$ cat src/common/rtc_defs.vh
// constants for the bcd calendar clock with backup storage
`ifndef RTC_DEFS_VH
`define RTC_DEFS_VH
// register word addresses
`define RTC_A_TIME 5'h00
`define RTC_A_DATE 5'h01
`define RTC_A_CTRL 5'h02
`define RTC_A_PRE 5'h03
`define RTC_A_WUT 5'h04
`define RTC_A_ALRA 5'h05
`define RTC_A_ALRB 5'h06
`define RTC_A_SHIFT 5'h07
`define RTC_A_CAL 5'h08
`define RTC_A_STAT 5'h09
`define RTC_A_SUBSEC 5'h0A
`define RTC_A_TSTIME 5'h0B
`define RTC_A_TSDATE 5'h0C
`define RTC_A_BKP0 5'h10
`define RTC_BKP_N 5'h05
// time and alarm word fields
`define RTC_F_SEC 6:0
`define RTC_F_SECMSK 7
`define RTC_F_MIN 14:8
`define RTC_F_MINMSK 15
`define RTC_F_HR 21:16
`define RTC_F_PM 22
`define RTC_F_HRMSK 23
`define RTC_F_ADT 29:24
`define RTC_F_DTMSK 31
// date word fields
`define RTC_F_DT 5:0
`define RTC_F_MO 12:8
`define RTC_F_WD 15:13
`define RTC_F_YR 23:16
// control word fields
`define RTC_C_FMT12 0
`define RTC_C_REFEN 1
`define RTC_C_REF60 2
`define RTC_C_ALAEN 3
`define RTC_C_ALBEN 4
`define RTC_C_WUTEN 5
`define RTC_C_WUT1HZ 6
`define RTC_C_CKSEL 8:7
`define RTC_C_TAMPEN 10:9
`define RTC_C_TSEN 11
`define RTC_C_TAMPTS 12
`define RTC_C_FILT 14:13
`define RTC_C_WAKE 22:16
`define RTC_C_W 23
// prescaler, shift and calibration fields
`define RTC_F_PREA 22:16
`define RTC_F_PRES 14:0
`define RTC_F_ADD1S 31
`define RTC_F_SUBFS 14:0
`define RTC_F_CALP 15
`define RTC_F_CALM 8:0
// status flags, write zero to clear
`define RTC_S_ALA 0
`define RTC_S_ALB 1
`define RTC_S_WUT 2
`define RTC_S_TS 3
`define RTC_S_TSOV 4
`define RTC_S_TAMP 6:5
`define RTC_S_W 7
// reset values
`define RTC_TIME_RST 32'h0000_0000
`define RTC_DATE_RST 32'h0000_2101
`define RTC_PREA_RST 7'h7F
`define RTC_PRES_RST 15'h00FF
`define RTC_WUT_RST 16'hFFFF
// calendar limits in bcd
`define RTC_MAX_SEC 8'h59
`define RTC_MAX_HR24 8'h23
`define RTC_HR11 8'h11
`define RTC_HR12 8'h12
`define RTC_ONE 8'h01
`define RTC_MAX_WD 8'h07
`define RTC_MAX_MO 8'h12
`define RTC_MAX_YR 8'h99
// reference clock periods per second, less one
`define RTC_REF50 6'h31
`define RTC_REF60 6'h3B
// calibration: one slot every 2^11 pulses, 2^20-pulse window
`define RTC_CAL_SLOT 10:0
`define RTC_CAL_IDX 19:11
`endif

$ cat src/rtl/rtc_core.v
// bcd calendar clock with alarms, wakeup timer, tamper and timestamp
// Summary of operation
// RULE1 - the calendar and storage run in every mode, only i_nrst stops them.
// RULE2 - five 32-bit storage words hold twenty bytes of user data.
// RULE3 - storage words are never cleared by any reset.
// RULE4 - time and date are kept as bcd digits, the sub-second as binary.
// RULE5 - hours count in 24-hour form or, when selected, 12-hour with pm.
// RULE6 - the date wraps at 28, 29 in leap years, 30 or 31 by month.
// RULE7 - two alarms, each able to assert the wakeup output.
// RULE8 - a wakeup timer with selectable step and period asserts wakeup.
// RULE9 - software shifts the calendar by 1 to 32767 clock pulses.
// RULE10 - a 50 or 60 Hz reference input may pace the seconds instead.
// RULE11 - calibration removes or adds pulses at 1 ppm resolution.
// RULE12 - two filtered tamper inputs raise flags able to assert wakeup.
// RULE13 - a timestamp pin edge or tamper event captures the calendar.
// RULE14 - a timestamp event is able to assert wakeup.
// RULE15 - the clock is one of crystal, resonator, rc or divided hse.
// RULE16 - prescalers give the sub-second count and a 1 Hz tick.
// RULE17 - an alarm flags when the unmasked fields equal its values.
//
// Added by the designer: the address map and strobed register access.
`timescale 1ns/10ps
`include "rtc_defs.vh"
module rtc_core #(
	parameter HSE_DIV = 32,
	parameter BKP_N = 5
) (
	// clock and reset
	input wire i_clk_sys,
	input wire i_nrst,
	// register port
	input wire [4:0] i_addr,
	input wire [31:0] i_wdata,
	input wire i_wr,
	input wire i_rd,
	output wire [31:0] o_rdata,
	// calendar clock sources
	input wire i_low_speed_external_crystal,
	input wire i_ext_resonator,
	input wire i_low_speed_internal_rc,
	input wire i_high_speed_external_clock,
	// external event pins
	input wire [1:0] i_tamper,
	input wire i_tstamp,
	input wire i_refclk,
	// wakeup request
	output reg o_wakeup
);
	reg [7:0] s1, s2, s3, lvl, lvl_d;
	wire [7:0] rise;
	reg [`RTC_C_W-1:0] ctrl;
	reg [6:0] pre_a, apre;
	reg [14:0] pre_s, ss;
	reg [15:0] wut_rl, wut;
	reg [31:0] alra, alrb, ts_time, ts_date;
	reg [15:0] cal;
	reg [`RTC_S_W-1:0] st, st_set;
	reg [4:0] hse_cnt;
	reg hse_tick, upd;
	reg [19:0] win;
	reg [5:0] ref_cnt;
	reg [7:0] sec, min, hr, wd, dt, mo, yr;
	reg pm;
	reg [7:0] next_sec, next_min, next_hr, next_wd, next_dt, next_mo;
	reg [7:0] next_yr;
	reg next_pm;
	reg [3:0] tcnt [0:1];
	reg [1:0] tev;
	reg ck_raw;
	reg [31:0] next_rdata;
	wire [31:0] time_w, date_w;
	wire ck, cal_slot, dbl, ck_a, ref_sec, sec_tick, adv, shift_wr;
	wire wut_step, ts_ev;
	wire is_bkp;
	integer k, q; // one loop index per process keeps each to one driver

	// add one to a two-digit bcd value
	function [7:0] bcd_inc;
		input [7:0] v;
		begin
			if (v[3:0] == 4'h9)
				bcd_inc = {v[7:4] + 4'h1, 4'h0};
			else
				bcd_inc = {v[7:4], v[3:0] + 4'h1};
		end
	endfunction

	// last date of the month; years 00..99 leap when divisible by four
	function [7:0] last_day;
		input [7:0] m;
		input [7:0] y;
		reg lp;
		begin
			lp = y[4] ? (y[3:0] == 4'h2 || y[3:0] == 4'h6) :
				(y[3:0] == 4'h0 || y[3:0] == 4'h4 || y[3:0] == 4'h8);
			case (m)
			8'h02: last_day = lp ? 8'h29 : 8'h28;
			8'h04, 8'h06, 8'h09, 8'h11: last_day = 8'h30;
			default: last_day = 8'h31;
			endcase
		end
	endfunction

	// alarm compare, a set mask bit ignores that field
	function al_hit;
		input [31:0] a;
		input [31:0] t;
		input [31:0] d;
		begin
			al_hit = (a[`RTC_F_SECMSK] | (a[`RTC_F_SEC] == t[`RTC_F_SEC])) &
				(a[`RTC_F_MINMSK] | (a[`RTC_F_MIN] == t[`RTC_F_MIN])) &
				(a[`RTC_F_HRMSK] | (a[`RTC_F_HR] == t[`RTC_F_HR] &&
				a[`RTC_F_PM] == t[`RTC_F_PM])) &
				(a[`RTC_F_DTMSK] | (a[`RTC_F_ADT] == d[`RTC_F_DT]));
		end
	endfunction

	// three-stage sampling of every outside pin; level moves once s2==s3
	always @(posedge i_clk_sys or negedge i_nrst) begin
		if (!i_nrst) begin
			s1 <= 8'h00;
			s2 <= 8'h00;
			s3 <= 8'h00;
			lvl <= 8'h00;
			lvl_d <= 8'h00;
		end else begin
			s1 <= {i_refclk, i_tstamp, i_tamper, i_high_speed_external_clock,
				i_low_speed_internal_rc, i_ext_resonator,
				i_low_speed_external_crystal};
			s2 <= s1;
			s3 <= s2;
			lvl <= (~(s2 ^ s3) & s3) | ((s2 ^ s3) & lvl);
			lvl_d <= lvl;
		end
	end
	assign rise = lvl & ~lvl_d;

	// source select; hse must stay below a quarter of the system clock
	always @* begin
		case (ctrl[`RTC_C_CKSEL])
		2'b00: ck_raw = rise[0]; // RULE15
		2'b01: ck_raw = rise[1];
		2'b10: ck_raw = rise[2];
		default: ck_raw = hse_tick;
		endcase
	end

	// calibration slots: calm masked pulses, calp doubles 512 per window
	assign cal_slot = ck_raw & (win[`RTC_CAL_SLOT] == 11'h000);
	assign ck = ck_raw & ~(cal_slot & (win[`RTC_CAL_IDX] < cal[`RTC_F_CALM]));
	assign dbl = cal_slot & cal[`RTC_F_CALP]; // RULE11
	assign ck_a = ck & (apre == 7'h00);
	assign ref_sec = ctrl[`RTC_C_REFEN] & rise[7] & (ref_cnt ==
		(ctrl[`RTC_C_REF60] ? `RTC_REF60 : `RTC_REF50));
	assign sec_tick = ctrl[`RTC_C_REFEN] ? ref_sec : (ck_a && ss == 15'h0000);
	assign shift_wr = i_wr && i_addr == `RTC_A_SHIFT;
	assign adv = sec_tick | (shift_wr & i_wdata[`RTC_F_ADD1S]);

	// prescaler chain, hse divider, calibration window, reference count
	always @(posedge i_clk_sys or negedge i_nrst) begin
		if (!i_nrst) begin
			hse_cnt <= 5'h00;
			hse_tick <= 1'b0;
			win <= 20'h0_0000;
			apre <= `RTC_PREA_RST;
			ss <= `RTC_PRES_RST;
			ref_cnt <= 6'h00;
		end else begin
			hse_tick <= rise[3] && hse_cnt == HSE_DIV[4:0] - 5'h01;
			if (rise[3])
				hse_cnt <= (hse_cnt == HSE_DIV[4:0] - 5'h01) ? 5'h00 :
					hse_cnt + 5'h01;
			if (ck_raw)
				win <= win + 20'h0_0001; // RULE11
			if (ck) begin
				if (apre == 7'h00)
					apre <= pre_a; // RULE16
				else if (dbl && apre > 7'h01)
					apre <= apre - 7'h02;
				else
					apre <= apre - 7'h01;
			end
			// a shift lengthens the current second by the programmed count
			if (shift_wr)
				ss <= ss + i_wdata[`RTC_F_SUBFS]; // RULE9
			else if (ref_sec || (ck_a && ss == 15'h0000))
				ss <= pre_s; // RULE16
			else if (ck_a && !ctrl[`RTC_C_REFEN])
				ss <= ss - 15'h0001;
			else if (ck_a && ss != 15'h0000)
				ss <= ss - 15'h0001;
			if (!ctrl[`RTC_C_REFEN] || ref_sec)
				ref_cnt <= 6'h00;
			else if (rise[7])
				ref_cnt <= ref_cnt + 6'h01; // RULE10
		end
	end

	// calendar carry chain
	always @* begin
		next_sec = sec;
		next_min = min;
		next_hr = hr;
		next_pm = pm;
		next_wd = wd;
		next_dt = dt;
		next_mo = mo;
		next_yr = yr;
		if (adv) begin
			next_sec = bcd_inc(sec); // RULE4
			if (sec == `RTC_MAX_SEC) begin
				next_sec = 8'h00;
				next_min = bcd_inc(min);
				if (min == `RTC_MAX_SEC) begin
					next_min = 8'h00;
					next_hr = bcd_inc(hr);
					if (ctrl[`RTC_C_FMT12] && hr == `RTC_HR12)
						next_hr = `RTC_ONE; // RULE5
					else if (ctrl[`RTC_C_FMT12] && hr == `RTC_HR11)
						next_pm = ~pm;
					else if (!ctrl[`RTC_C_FMT12] && hr == `RTC_MAX_HR24)
						next_hr = 8'h00;
					if ((ctrl[`RTC_C_FMT12] && hr == `RTC_HR11 && pm) ||
						(!ctrl[`RTC_C_FMT12] && hr == `RTC_MAX_HR24)) begin
						next_wd = (wd == `RTC_MAX_WD) ? `RTC_ONE : wd + 8'h01;
						next_dt = bcd_inc(dt);
						if (dt == last_day(mo, yr)) begin
							next_dt = `RTC_ONE; // RULE6
							next_mo = bcd_inc(mo);
							if (mo == `RTC_MAX_MO) begin
								next_mo = `RTC_ONE;
								next_yr = (yr == `RTC_MAX_YR) ? 8'h00 :
									bcd_inc(yr);
							end
						end
					end
				end
			end
		end
	end

	assign time_w = {9'h000, pm, hr[5:0], 1'b0, min[6:0], 1'b0, sec[6:0]};
	assign date_w = {8'h00, yr, wd[2:0], mo[4:0], 2'b00, dt[5:0]};

	// calendar registers keep counting in every power mode
	always @(posedge i_clk_sys or negedge i_nrst) begin
		if (!i_nrst) begin
			{pm, hr, min, sec} <= {1'b0, 8'h00, 8'h00, 8'h00};
			{yr, wd, mo, dt} <= {8'h00, 8'h01, 8'h01, 8'h01};
			upd <= 1'b0;
		end else begin
			upd <= adv; // RULE1
			if (i_wr && i_addr == `RTC_A_TIME) begin
				sec <= {1'b0, i_wdata[`RTC_F_SEC]};
				min <= {1'b0, i_wdata[`RTC_F_MIN]};
				hr <= {2'b00, i_wdata[`RTC_F_HR]};
				pm <= i_wdata[`RTC_F_PM];
			end else begin
				{sec, min, hr, pm} <= {next_sec, next_min, next_hr, next_pm};
			end
			if (i_wr && i_addr == `RTC_A_DATE) begin
				dt <= {2'b00, i_wdata[`RTC_F_DT]};
				mo <= {3'b000, i_wdata[`RTC_F_MO]};
				wd <= {5'h00, i_wdata[`RTC_F_WD]};
				yr <= i_wdata[`RTC_F_YR];
			end else begin
				{dt, mo, wd, yr} <= {next_dt, next_mo, next_wd, next_yr};
			end
		end
	end

	// tamper filter: 0 acts on the edge, n needs 2^n high samples
	always @* begin
		for (k = 0; k < 2; k = k + 1) begin
			if (ctrl[`RTC_C_FILT] == 2'b00)
				tev[k] = ctrl[9 + k] & rise[4 + k];
			else
				tev[k] = ctrl[9 + k] & ck & lvl[4 + k] &
					(tcnt[k] == (4'h1 << ctrl[`RTC_C_FILT]) - 4'h1); // RULE12
		end
	end

	always @(posedge i_clk_sys or negedge i_nrst) begin
		if (!i_nrst) begin
			tcnt[0] <= 4'h0;
			tcnt[1] <= 4'h0;
		end else begin
			for (q = 0; q < 2; q = q + 1) begin
				if (!lvl[4 + q])
					tcnt[q] <= 4'h0;
				else if (ck && tcnt[q] != 4'hF)
					tcnt[q] <= tcnt[q] + 4'h1;
			end
		end
	end

	assign ts_ev = (ctrl[`RTC_C_TSEN] & rise[6]) |
		(ctrl[`RTC_C_TAMPTS] & |tev); // RULE13
	assign wut_step = ctrl[`RTC_C_WUT1HZ] ? sec_tick : ck_a; // RULE8

	// event flags
	always @* begin
		st_set = {`RTC_S_W{1'b0}};
		st_set[`RTC_S_ALA] = upd & ctrl[`RTC_C_ALAEN] &
			al_hit(alra, time_w, date_w); // RULE17
		st_set[`RTC_S_ALB] = upd & ctrl[`RTC_C_ALBEN] &
			al_hit(alrb, time_w, date_w); // RULE7
		st_set[`RTC_S_WUT] = ctrl[`RTC_C_WUTEN] & wut_step & (wut == 16'h0000);
		st_set[`RTC_S_TS] = ts_ev;
		st_set[`RTC_S_TSOV] = ts_ev & st[`RTC_S_TS];
		st_set[`RTC_S_TAMP] = tev; // RULE12
	end

	// software registers; a flag set in the clearing cycle stays set
	always @(posedge i_clk_sys or negedge i_nrst) begin
		if (!i_nrst) begin
			ctrl <= {`RTC_C_W{1'b0}};
			pre_a <= `RTC_PREA_RST;
			pre_s <= `RTC_PRES_RST;
			wut_rl <= `RTC_WUT_RST;
			wut <= `RTC_WUT_RST;
			alra <= 32'h0000_0000;
			alrb <= 32'h0000_0000;
			cal <= 16'h0000;
			st <= {`RTC_S_W{1'b0}};
			ts_time <= 32'h0000_0000;
			ts_date <= 32'h0000_0000;
			o_wakeup <= 1'b0;
		end else begin
			if (i_wr && i_addr == `RTC_A_CTRL)
				ctrl <= i_wdata[`RTC_C_W-1:0];
			if (i_wr && i_addr == `RTC_A_PRE) begin
				pre_a <= i_wdata[`RTC_F_PREA];
				pre_s <= i_wdata[`RTC_F_PRES];
			end
			if (i_wr && i_addr == `RTC_A_ALRA)
				alra <= i_wdata;
			if (i_wr && i_addr == `RTC_A_ALRB)
				alrb <= i_wdata;
			if (i_wr && i_addr == `RTC_A_CAL)
				cal <= i_wdata[15:0];
			if (i_wr && i_addr == `RTC_A_WUT) begin
				wut_rl <= i_wdata[15:0];
				wut <= i_wdata[15:0];
			end else if (!ctrl[`RTC_C_WUTEN]) begin
				wut <= wut_rl;
			end else if (wut_step) begin
				wut <= (wut == 16'h0000) ? wut_rl : wut - 16'h0001; // RULE8
			end
			if (i_wr && i_addr == `RTC_A_STAT)
				st <= (st & i_wdata[`RTC_S_W-1:0]) | st_set;
			else
				st <= st | st_set;
			if (ts_ev) begin
				ts_time <= time_w; // RULE13
				ts_date <= date_w;
			end
			o_wakeup <= |(st & ctrl[`RTC_C_WAKE]); // RULE14
		end
	end

	// readback value, zero outside the read cycle and for gaps in the map
	always @* begin
		next_rdata = 32'h0000_0000;
		if (i_rd) begin
			case (i_addr)
			`RTC_A_TIME: next_rdata = time_w;
			`RTC_A_DATE: next_rdata = date_w;
			`RTC_A_CTRL: next_rdata = {9'h000, ctrl};
			`RTC_A_PRE: next_rdata = {9'h000, pre_a, 1'b0, pre_s};
			`RTC_A_WUT: next_rdata = {wut, wut_rl};
			`RTC_A_ALRA: next_rdata = alra;
			`RTC_A_ALRB: next_rdata = alrb;
			`RTC_A_CAL: next_rdata = {16'h0000, cal};
			`RTC_A_STAT: next_rdata = {25'h000_0000, st};
			`RTC_A_SUBSEC: next_rdata = {17'h0_0000, ss}; // RULE4
			`RTC_A_TSTIME: next_rdata = ts_time;
			`RTC_A_TSDATE: next_rdata = ts_date;
			default: next_rdata = 32'h0000_0000;
			endcase
		end
	end

	// storage base is aligned to eight words, so low bits index it
	assign is_bkp = i_addr >= `RTC_A_BKP0 && i_addr < `RTC_A_BKP0 + `RTC_BKP_N;

	rtc_bkp_mem #(
		.DEPTH(BKP_N),
		.AW(3)
	) u_bkp (
		.i_clk_sys(i_clk_sys),
		.i_nrst(i_nrst),
		.i_we(i_wr & is_bkp), // RULE2
		.i_waddr(i_addr[2:0]),
		.i_wdata(i_wdata),
		.i_sel_mem(i_rd & is_bkp), // RULE3
		.i_raddr(i_addr[2:0]),
		.i_bypass(next_rdata),
		.o_rdata(o_rdata)
	);
endmodule // rtc_core

$ cat src/rtl/rtc_bkp_mem.v
// backup storage words with registered read port
`timescale 1ns/10ps
module rtc_bkp_mem #(
	parameter DEPTH = 5,
	parameter AW = 3
) (
	// clock and reset
	input wire i_clk_sys,
	input wire i_nrst,
	// write port
	input wire i_we,
	input wire [AW-1:0] i_waddr,
	input wire [31:0] i_wdata,
	// read port and register readback bypass
	input wire i_sel_mem,
	input wire [AW-1:0] i_raddr,
	input wire [31:0] i_bypass,
	output reg [31:0] o_rdata
);
	reg [31:0] mem [0:DEPTH-1];

	// storage has no reset so its contents survive any reset
	always @(posedge i_clk_sys) begin
		if (i_we)
			mem[i_waddr] <= i_wdata;
	end

	// one read register serves storage and all other registers
	always @(posedge i_clk_sys or negedge i_nrst) begin
		if (!i_nrst)
			o_rdata <= 32'h0000_0000;
		else if (i_sel_mem)
			o_rdata <= mem[i_raddr];
		else
			o_rdata <= i_bypass;
	end
endmodule // rtc_bkp_mem

$ cat config.mk
export PLATFORM = sky130hd
export DESIGN_NAME = rtc_core
export DESIGN_NICKNAME = d
export VERILOG_FILES = /design/src/rtl/rtc_core.v /design/src/rtl/rtc_bkp_mem.v
export VERILOG_INCLUDE_DIRS = /design/src /design/src/common
export SDC_FILE = /design/constraint.sdc
export NUM_CORES = 1
export LEC_CHECK = 0
export ABC_AREA = 1
export BUFFER_PORTS_ARGS = -buffer_cell sky130_fd_sc_hd__buf_2
export CAP_MARGIN = 15
export CORE_MARGIN = 5
export CORE_UTILIZATION = 35
export CTS_CLUSTER_SIZE = 16
export DETAILED_ROUTE_END_ITERATION = 7
export PLACE_DENSITY_LB_ADDON = 0.1
export REMOVE_ABC_BUFFERS = 1
export SYNTH_ARGS = -nofsm -noshare
export SYNTH_HDL_FRONTEND = slang
export SYNTH_SLANG_ARGS = --single-unit
$ cat constraint.sdc
create_clock -name i_clk_sys -period 2.11 [get_ports i_clk_sys]
set_input_delay 0.422 -clock i_clk_sys [delete_from_list [all_inputs] [get_ports i_clk_sys]]
set_output_delay 0.422 -clock i_clk_sys [all_outputs]
set_load 0.02 [all_outputs]
==> out/qor.yml, run 1 <==
r2r_start: "win[15]"
std_cell_rows: 103
p_leak_nw: 16.7
dieArea_sq_um: 85000
cts_max_level: 3
synth_flop_cell: "dfrtp_1"
place.gp.congestion: 0.943
synth-compound-area-share_pct: 14.1
hold_class: "input pin to register"
max_cap_violations: 0
synth_xor_area_share_pct: 2.68
layout-drive-gt1-share_pct: 29.7
fin_worst_hold_slack_ns: 0.0988
hold_start: "i_wdata[30]"
min_to: "u_bkp.mem[0][30]"
post-route-util_pct: 47.1
grt_max_degree: 83
status: "complete, but fails checks"
async_flop_share_pct: 71.4
fp.dieW_microns: 292
reg2reg_to: "st[5]"
arrival_ns: 2.81
yosysWarnings: 0
cp-start-kind: "register"
dr.first_iter.drc_count: 2326
drc: 0
ys_ff_latch: 560
finalHoldViolations: 0
skew_ns: 0.0339
reg2regPathDepth: 16
grt_use_total_pct: 25.7
core-area_sq_um: 78700
yosys.area_share.adder_pct: 2.75
place_inst: 4533
violations: "setup timing"
power.density_nw_per_um2: 954
fmax_mhz: 444
wirelength_mm: 113
slew_headroom_pct: 55.7
netlist_area_sq_um: 27700
clk_path_buf_depth: 3
fin_crit_ns: 2.25
io_buffers: 81
end_kind: "register"
fin_area_sq_um: 37100
globalRouteOverflowTotal: 0
synth_edf_count: 160
grt_pass1_vias: 24900
instances_no_fill: 4726
syn_inst: 3087
min_path_cells: 1
synth_top_family_by_area: "simple AND/OR/NAND/NOR gates"
fin_crit_sh_pct: 107
synth-seq-area-share_pct: 53.7
firstDrtPassIters: 7
ioPinCount: 82
criticalPathCategory: "register to register"
clkSinkCount: 560
muxShareOfSynthArea_pct: 0.0812
clk_latency_ns: 0.63
yosys.area_share.simple_pct: 20.4
cts_tree: "done"
ys_types: 65
clk_pin_slew_ns: 0.06
wl_per_cell_microns: 23.9
worst_pin_slew_ns: 0.658
vias: 25300
slew_viol_final: 0
layout.nets: 3721
cts-root-buf: "clkbuf_16"
rsz0062_at_grt: "yes"
crit_required_ns: 2.67
cts_made_buffers: 68
post-place-ws_ns: -0.526
initial_core_util_pct: 35.2
synth_area_per_cell_sq_um: 8.99
grt_pass1_wl_mm: 165
detail_route.vias_per_cell: 5.36
die_h_microns: 292
cp_max_fo: 3
grt_antenna_before_repair: 2
dp_hpwl_mm: 83.1
timing.final.ws_setup_ns: -0.143
dpl_cell_area_sq_um: 32700
rrSetupSlack_ns: -0.14
final_antenna_net_count: 0
vdd_drop_max_uv: 965
syn_to_final_growth_pct: 33.6
setup_viol: 116
[cell type report]
class	count	area [sq um]
multi-input combinational	2096	12400
antenna	3	7.51
sequential	560	14900
inverter	304	1160
clock inverter	31	324
fill	7510	41700
tap	1050	1310
timing repair buffer	588	5010
clock buffer	94	1960
[worst max-delay path, cell delays in order, from the launching register on]
cell and delay (ns):
dfrtp_1 0.41, ha_4 0.29, and3_4 0.18, nand2_2 0.05, nand2_2 0.06, nand2_2 0.06, nand2_4 0.10, nand2_4 0.09
nor3_2 0.13, nor2_2 0.07, buf_4 0.13, buf_4 0.12, buf_4 0.12, buf_4 0.11, buf_4 0.12, buf_4 0.12
nand2_1 0.04
[per-layer routing]
layer / part of all wire (%) / vias up / wire [microns] / track usage, %
met5: 0 / - / 0 / 0
met3: 6.1 / 234 / 6930 / 4.17
li1: - / 11600 / - / -
met2: 45 / 892 / 50400 / 40.0
met4: 4.4 / 0 / 5020 / 9.35
met1: 45 / 12500 / 50400 / 36.4
[logic make-up (layout without fill, tap and decap cells)]
kind of cell             count (synthesis)  in the layout
XOR/XNOR                                85             85
flip-flops                             560            560
AO/OA/AOI/OAI                          653            653
buffers and inverters                  432           1017
multiplexers                             2              2
adder cells (fa/ha/maj)                 62             62
other                                    0              3
AND/OR/NAND/NOR                       1293           1294
[power breakdown]
part | switching (mW) | leakage (nW) | internal (mW)
logic | 5.39 | 9.17 | 3.86
registers | 1.32 | 6.41 | 12.7
clock network | 4.97 | 1.13 | 7.06
[through the flow]
step	total power, mW	TNS [ns]
2_1_floorplan	17.9	-343.57
3_3_place_gp	22.2	-51.24
3_5_place_dp	22.2	-72.45
4_1_cts	34.9	-16.07
5_1_grt	37.0	-22.96
6_report	35.3	-9.02
[placed cells by master (no fill, tap or decap), drive strengths merged, types with 62 or more instances in the layout]
| cell | n |
|---|---|
| inv | 304 |
| clkbuf | 97 |
| nor2 | 194 |
| edfxtp | 160 |
| buf | 576 |
| nand3 | 200 |
| nand2 | 778 |
| xor2 | 62 |
| dfrtp | 335 |
| dfstp | 65 |
| a21oi | 131 |
| o21ai | 273 |
| o22ai | 76 |
[worst max-delay path by stage]
| stage | from | endpoint | slack, ns | cells after the start |
|---|---|---|---|---|
| after global placement | i_addr[2] | u_bkp.o_rdata[4] | -0.52 | 12 |
| after global routing | win[19] | yr[5] | -0.24 | 13 |
| after floorplan | i_addr[0] | u_bkp.mem[1][0] | -1.85 | 5 |
| after detailed placement | i_addr[2] | u_bkp.o_rdata[4] | -0.53 | 12 |
| final | win[15] | st[5] | -0.14 | 16 |
| after CTS | cal[3] | ts_date[19] | -0.23 | 17 |
[repair_timing]
| item | in CTS | in global routing |
|---|---|---|
| cloned | 6 | 4 |
| pin swaps | 66 | 58 |
| hold buffers | 9 | 0 |
| endpoints found under the hold margin | 31 | 0 |
| gates resized for setup | 183 | 212 |
| setup endpoints to repair | 145 | 153 |
| buffers inserted | 29 | 25 |
[flip-flops by register name (all words and copies together), names as in the netlist, 15 cells and up, named ones only]
name and cells:
cal 16, wut 16, u_bkp.mem 160, wut_rl 16
alra 32, ctrl 23, ts_time 21, pre_s 15
al_hit.a 32, ss 15, u_bkp.o_rdata 32, ts_date 22
win 20
[synth_stat cells (6+ instances only)]
cell | n | area share, %
xor2_1 | 62 | 2.0
xnor2_1 | 23 | 0.73
dfrtp_1 | 335 | 30
a41oi_1 | 8 | 0.25
edfxtp_1 | 160 | 17
nand2_2 | 10 | 0.23
nor2_2 | 14 | 0.32
inv_2 | 20 | 0.27
nor2_1 | 172 | 2.3
o211ai_1 | 15 | 0.41
ha_1 | 53 | 2.4
maj3_1 | 8 | 0.29
buf_6 | 7 | 0.28
o21ai_0 | 254 | 4.6
buf_2 | 31 | 0.56
nand4_1 | 55 | 1.2
nand2_1 | 761 | 10
a22oi_1 | 38 | 1.0
a221oi_1 | 52 | 1.6
o221ai_1 | 10 | 0.32
o31ai_1 | 6 | 0.16
nand3b_1 | 7 | 0.19
a211oi_1 | 6 | 0.16
nor3_1 | 39 | 0.70
dfstp_2 | 65 | 6.2
inv_1 | 282 | 3.8
clkbuf_1 | 69 | 0.93
buf_4 | 9 | 0.24
a31oi_1 | 6 | 0.14
o22ai_1 | 76 | 1.7
o21ai_1 | 19 | 0.34
nand3_1 | 194 | 3.5
a21oi_1 | 131 | 2.4
nand2_4 | 6 | 0.24
or2_2 | 6 | 0.14
o2111ai_1 | 6 | 0.19
buf_1 | 9 | 0.12
No activity file was read; power rests on OpenSTA's default activity.
==> inputs of run 2 (changes only) <==
CORE_MARGIN = default   (was 5)
GPL_TIMING_DRIVEN = 0   (was default)
==> run 2 against run 1 <==
- the flow still finishes with violations (setup timing)
- sequential share of layout area is 1.7 points higher
- clock skew is 0.0087 ns lower
- total power is 3.9% lower
- critical path type unchanged
- clock power hardly changed
- wire length is 1.3% lower
- via count is 2.9% lower
- hold slack worse by 0.014 ns
- register-to-register slack worse by 0.20 ns
- die area is 5.4% lower
- core utilization is 1.4 points lower
- design area is 4.0% lower
==> out/qor.yml, run 2 (synthesized netlist as in run 1, its figures left out) <==
cts_made_buffers: 68  # unchanged
skew_ns: 0.0252  # was 0.0339 ns
largest_register: "u_bkp.mem"  # unchanged
grt_pass1_wl_mm: 162  # was 165 mm
initial_core_util_pct: 35.6  # was 35.2%
layout-drive-gt1-share_pct: 25.7  # was 29.7%
io_buffers: 81  # unchanged
crit_chain: "inv_2, ha_1, nand3_2, inv_1, nand3_1, inv_2, nor2_4, inv_2, o21ai_2, inv_2, nand2_8, nand2_2, o21ai_1"  # was ha_4, and3_4, nand2_2, nand2_2, nand2_2, nand2_4, nand2_4, nor3_2, nor2_2, buf_4, buf_4, buf_4, buf_4, buf_4, buf_4, nand2_1
wirelength_mm: 111  # was 113 mm
end_kind: "register"  # unchanged
grt_use_total_pct: 27.3  # was 25.7%
hold_class: "input pin to register"  # unchanged
die_h_microns: 284  # was 292 microns
dp_hpwl_mm: 69.9  # was 83.1 mm
firstDrtPassIters: 5  # was 7
p_leak_nw: 15.3  # was 16.7 nW
cts_max_level: 3  # unchanged
slew_viol_final: 0  # unchanged
reg2reg_to: "hr[1]"  # was st[5]
clk_path_buf_depth: 3  # unchanged
ioPinCount: 82  # unchanged
place.gp.congestion: 0.927  # was 0.943
drc: 0  # unchanged
arrival_ns: 2.94  # was 2.81 ns
min_path_cells: 1  # unchanged
clkSinkCount: 560  # unchanged
clk_latency_ns: 0.63  # about the same
timing.final.ws_setup_ns: -0.344  # was -0.143 ns
finalHoldViolations: 0  # unchanged
grt_pass1_vias: 23700  # was 24900
clk_pin_slew_ns: 0.06  # about the same
max_cap_violations: 0  # unchanged
crit_required_ns: 2.60  # was 2.67 ns
cts-root-buf: "clkbuf_16"  # unchanged
cts_tree: "done"  # unchanged
setup_viol: 134  # was 116
cp_max_fo: 8  # was 3
r2r_start: "sec[1]"  # was win[15]
cp-start-kind: "register"  # unchanged
grt_antenna_before_repair: 3  # was 2
crit_buf_inv: 5  # was 6
violations: "setup timing"  # unchanged
std_cell_rows: 102  # was 103
mostFrequentLayoutCells: "nand2_1, dfrtp_1, inv_1"  # was nand2_1, buf_4, dfrtp_1
dieArea_sq_um: 80400  # was 85000 sq um
fp.dieW_microns: 284  # was 292 microns
core-area_sq_um: 78000  # was 78700 sq um
worst_pin_slew_ns: 1.32  # was 0.658 ns
dr.first_iter.drc_count: 2563  # was 2326
fin_area_sq_um: 35600  # was 37100 sq um
grt_max_degree: 97  # was 83
globalRouteOverflowTotal: 0  # unchanged
reg2regPathDepth: 13  # was 16
cp_top_family: "buffers and inverters"  # was simple AND/OR/NAND/NOR gates
worst_path_most_repeated_cell: "inv_2"  # was buf_4
fin_worst_hold_slack_ns: 0.0844  # was 0.0988 ns
rrSetupSlack_ns: -0.34  # was -0.14 ns
min_to: "u_bkp.mem[2][27]"  # was u_bkp.mem[0][30]
largest_register_ffs: 160  # unchanged
worst_path_largest_cell_delay_ns: 0.49  # was 0.41 ns
layout.nets: 3413  # was 3721
detail_route.vias_per_cell: 5.58  # was 5.36
vias: 24600  # was 25300
mostFrequentLayoutCell: "nand2_1"  # unchanged
fin_crit_ns: 2.45  # was 2.25 ns
dpl_cell_area_sq_um: 29400  # was 32700 sq um
criticalPathCategory: "register to register"  # unchanged
status: "complete, but fails checks"  # unchanged
fin_crit_sh_pct: 116  # was 107%
slew_headroom_pct: 12.3  # was 55.7%
fmax_mhz: 408  # was 444 MHz
post-route-util_pct: 45.6  # was 47.1%
syn_to_final_growth_pct: 28.2  # was 33.6%
vdd_drop_max_uv: 547  # was 965 uV
hold_start: "i_wdata[27]"  # was i_wdata[30]
power.density_nw_per_um2: 955  # was 954 nW/um^2
wl_per_cell_microns: 25.3  # was 23.9 microns
final_antenna_net_count: 0  # unchanged
crit_path_top_delay_cell: "dfrtp_2"  # was dfrtp_1
rsz0062_at_grt: "yes"  # unchanged
## run 2: cell count changes in the layout (fill, tap and decap cells not counted), moves of 9 or more
cell / change
buf_4: -337
nand3_1: -47
nand3_2: +38
nand2_8: +27
buf_12: -22
buf_6: +17
nand3_4: +15
nand2_4: -12
inv_1: -10
nor2_4: +10
o21ai_1: -10
a221oi_1: -9
a221oi_2: +9
## run 2: power breakdown
| part | switching, mW | leakage, nW | internal (mW) |
|---|---|---|---|
| Combinational | 4.78 | 7.77 | 2.66 |
| Sequential | 1.53 | 6.39 | 12.8 |
| Clock | 5.05 | 1.15 | 7.19 |
| Total | 11.4 | 15.3 | 22.6 |
## run 2: layer usage
layer / wire length, microns / vias to the layer above / track usage [%]
met3: 8480 / 252 / 4.45
li1: - / 11100 / -
met4: 5660 / 2 / 12.9
met2: 50300 / 1088 / 43.2
met1: 46900 / 12200 / 36.4
met5: 12 / - / 0
## run 2: area by class of cell
type | instances | area (sq um)
sequential | 560 | 14900
clock buffer | 94 | 1950
fill | 7440 | 42400
multi-input combinational | 2127 | 13400
timing repair inverter | 1 | 7.51
antenna | 1 | 2.50
inverter | 304 | 1300
tap | 1040 | 1300
timing repair buffer | 248 | 2290
clock inverter | 31 | 413
## run 2: how the worst max path moves through the flow
stage	cells past startpoint	startpoint	slack (ns)	end
final	13	sec[1]	-0.34	hr[1]
after global routing	16	cal[4]	-0.42	ts_date[17]
after CTS	15	cal[4]	-0.29	wd[3]
after detailed placement	12	i_addr[2]	-3.16	wd[1]
after global placement	1	i_nrst	-8.04	u_bkp.o_rdata[10]
after floorplan	5	i_addr[0]	-1.85	u_bkp.mem[1][0]
## run 2: what timing repair did
| item | CTS | global route |
|---|---|---|
| hold buffers | 9 | 0 |
| endpoints found under the setup margin | 482 | 217 |
| pin swaps | 73 | 82 |
| resized for setup | 316 | 251 |
| gates cloned | 29 | 4 |
| setup buffers | 99 | 32 |
| endpoints found under the hold margin | 62 | 0 |
## run 2: metrics by stage
step | TNS, ns | instances | power (mW) | setup WS [ns]
floorplan | -343.57 | 2959 | 17.9 | -1.85
global placement | -4536.18 | 4080 | 20.2 | -8.04
detailed placement | -770.95 | 4108 | 20.4 | -3.16
CTS | -27.24 | 4370 | 33.5 | -0.293
global route | -44.16 | 4405 | 35.5 | -0.423
finish | -34.22 | 4406 | 34.0 | -0.344
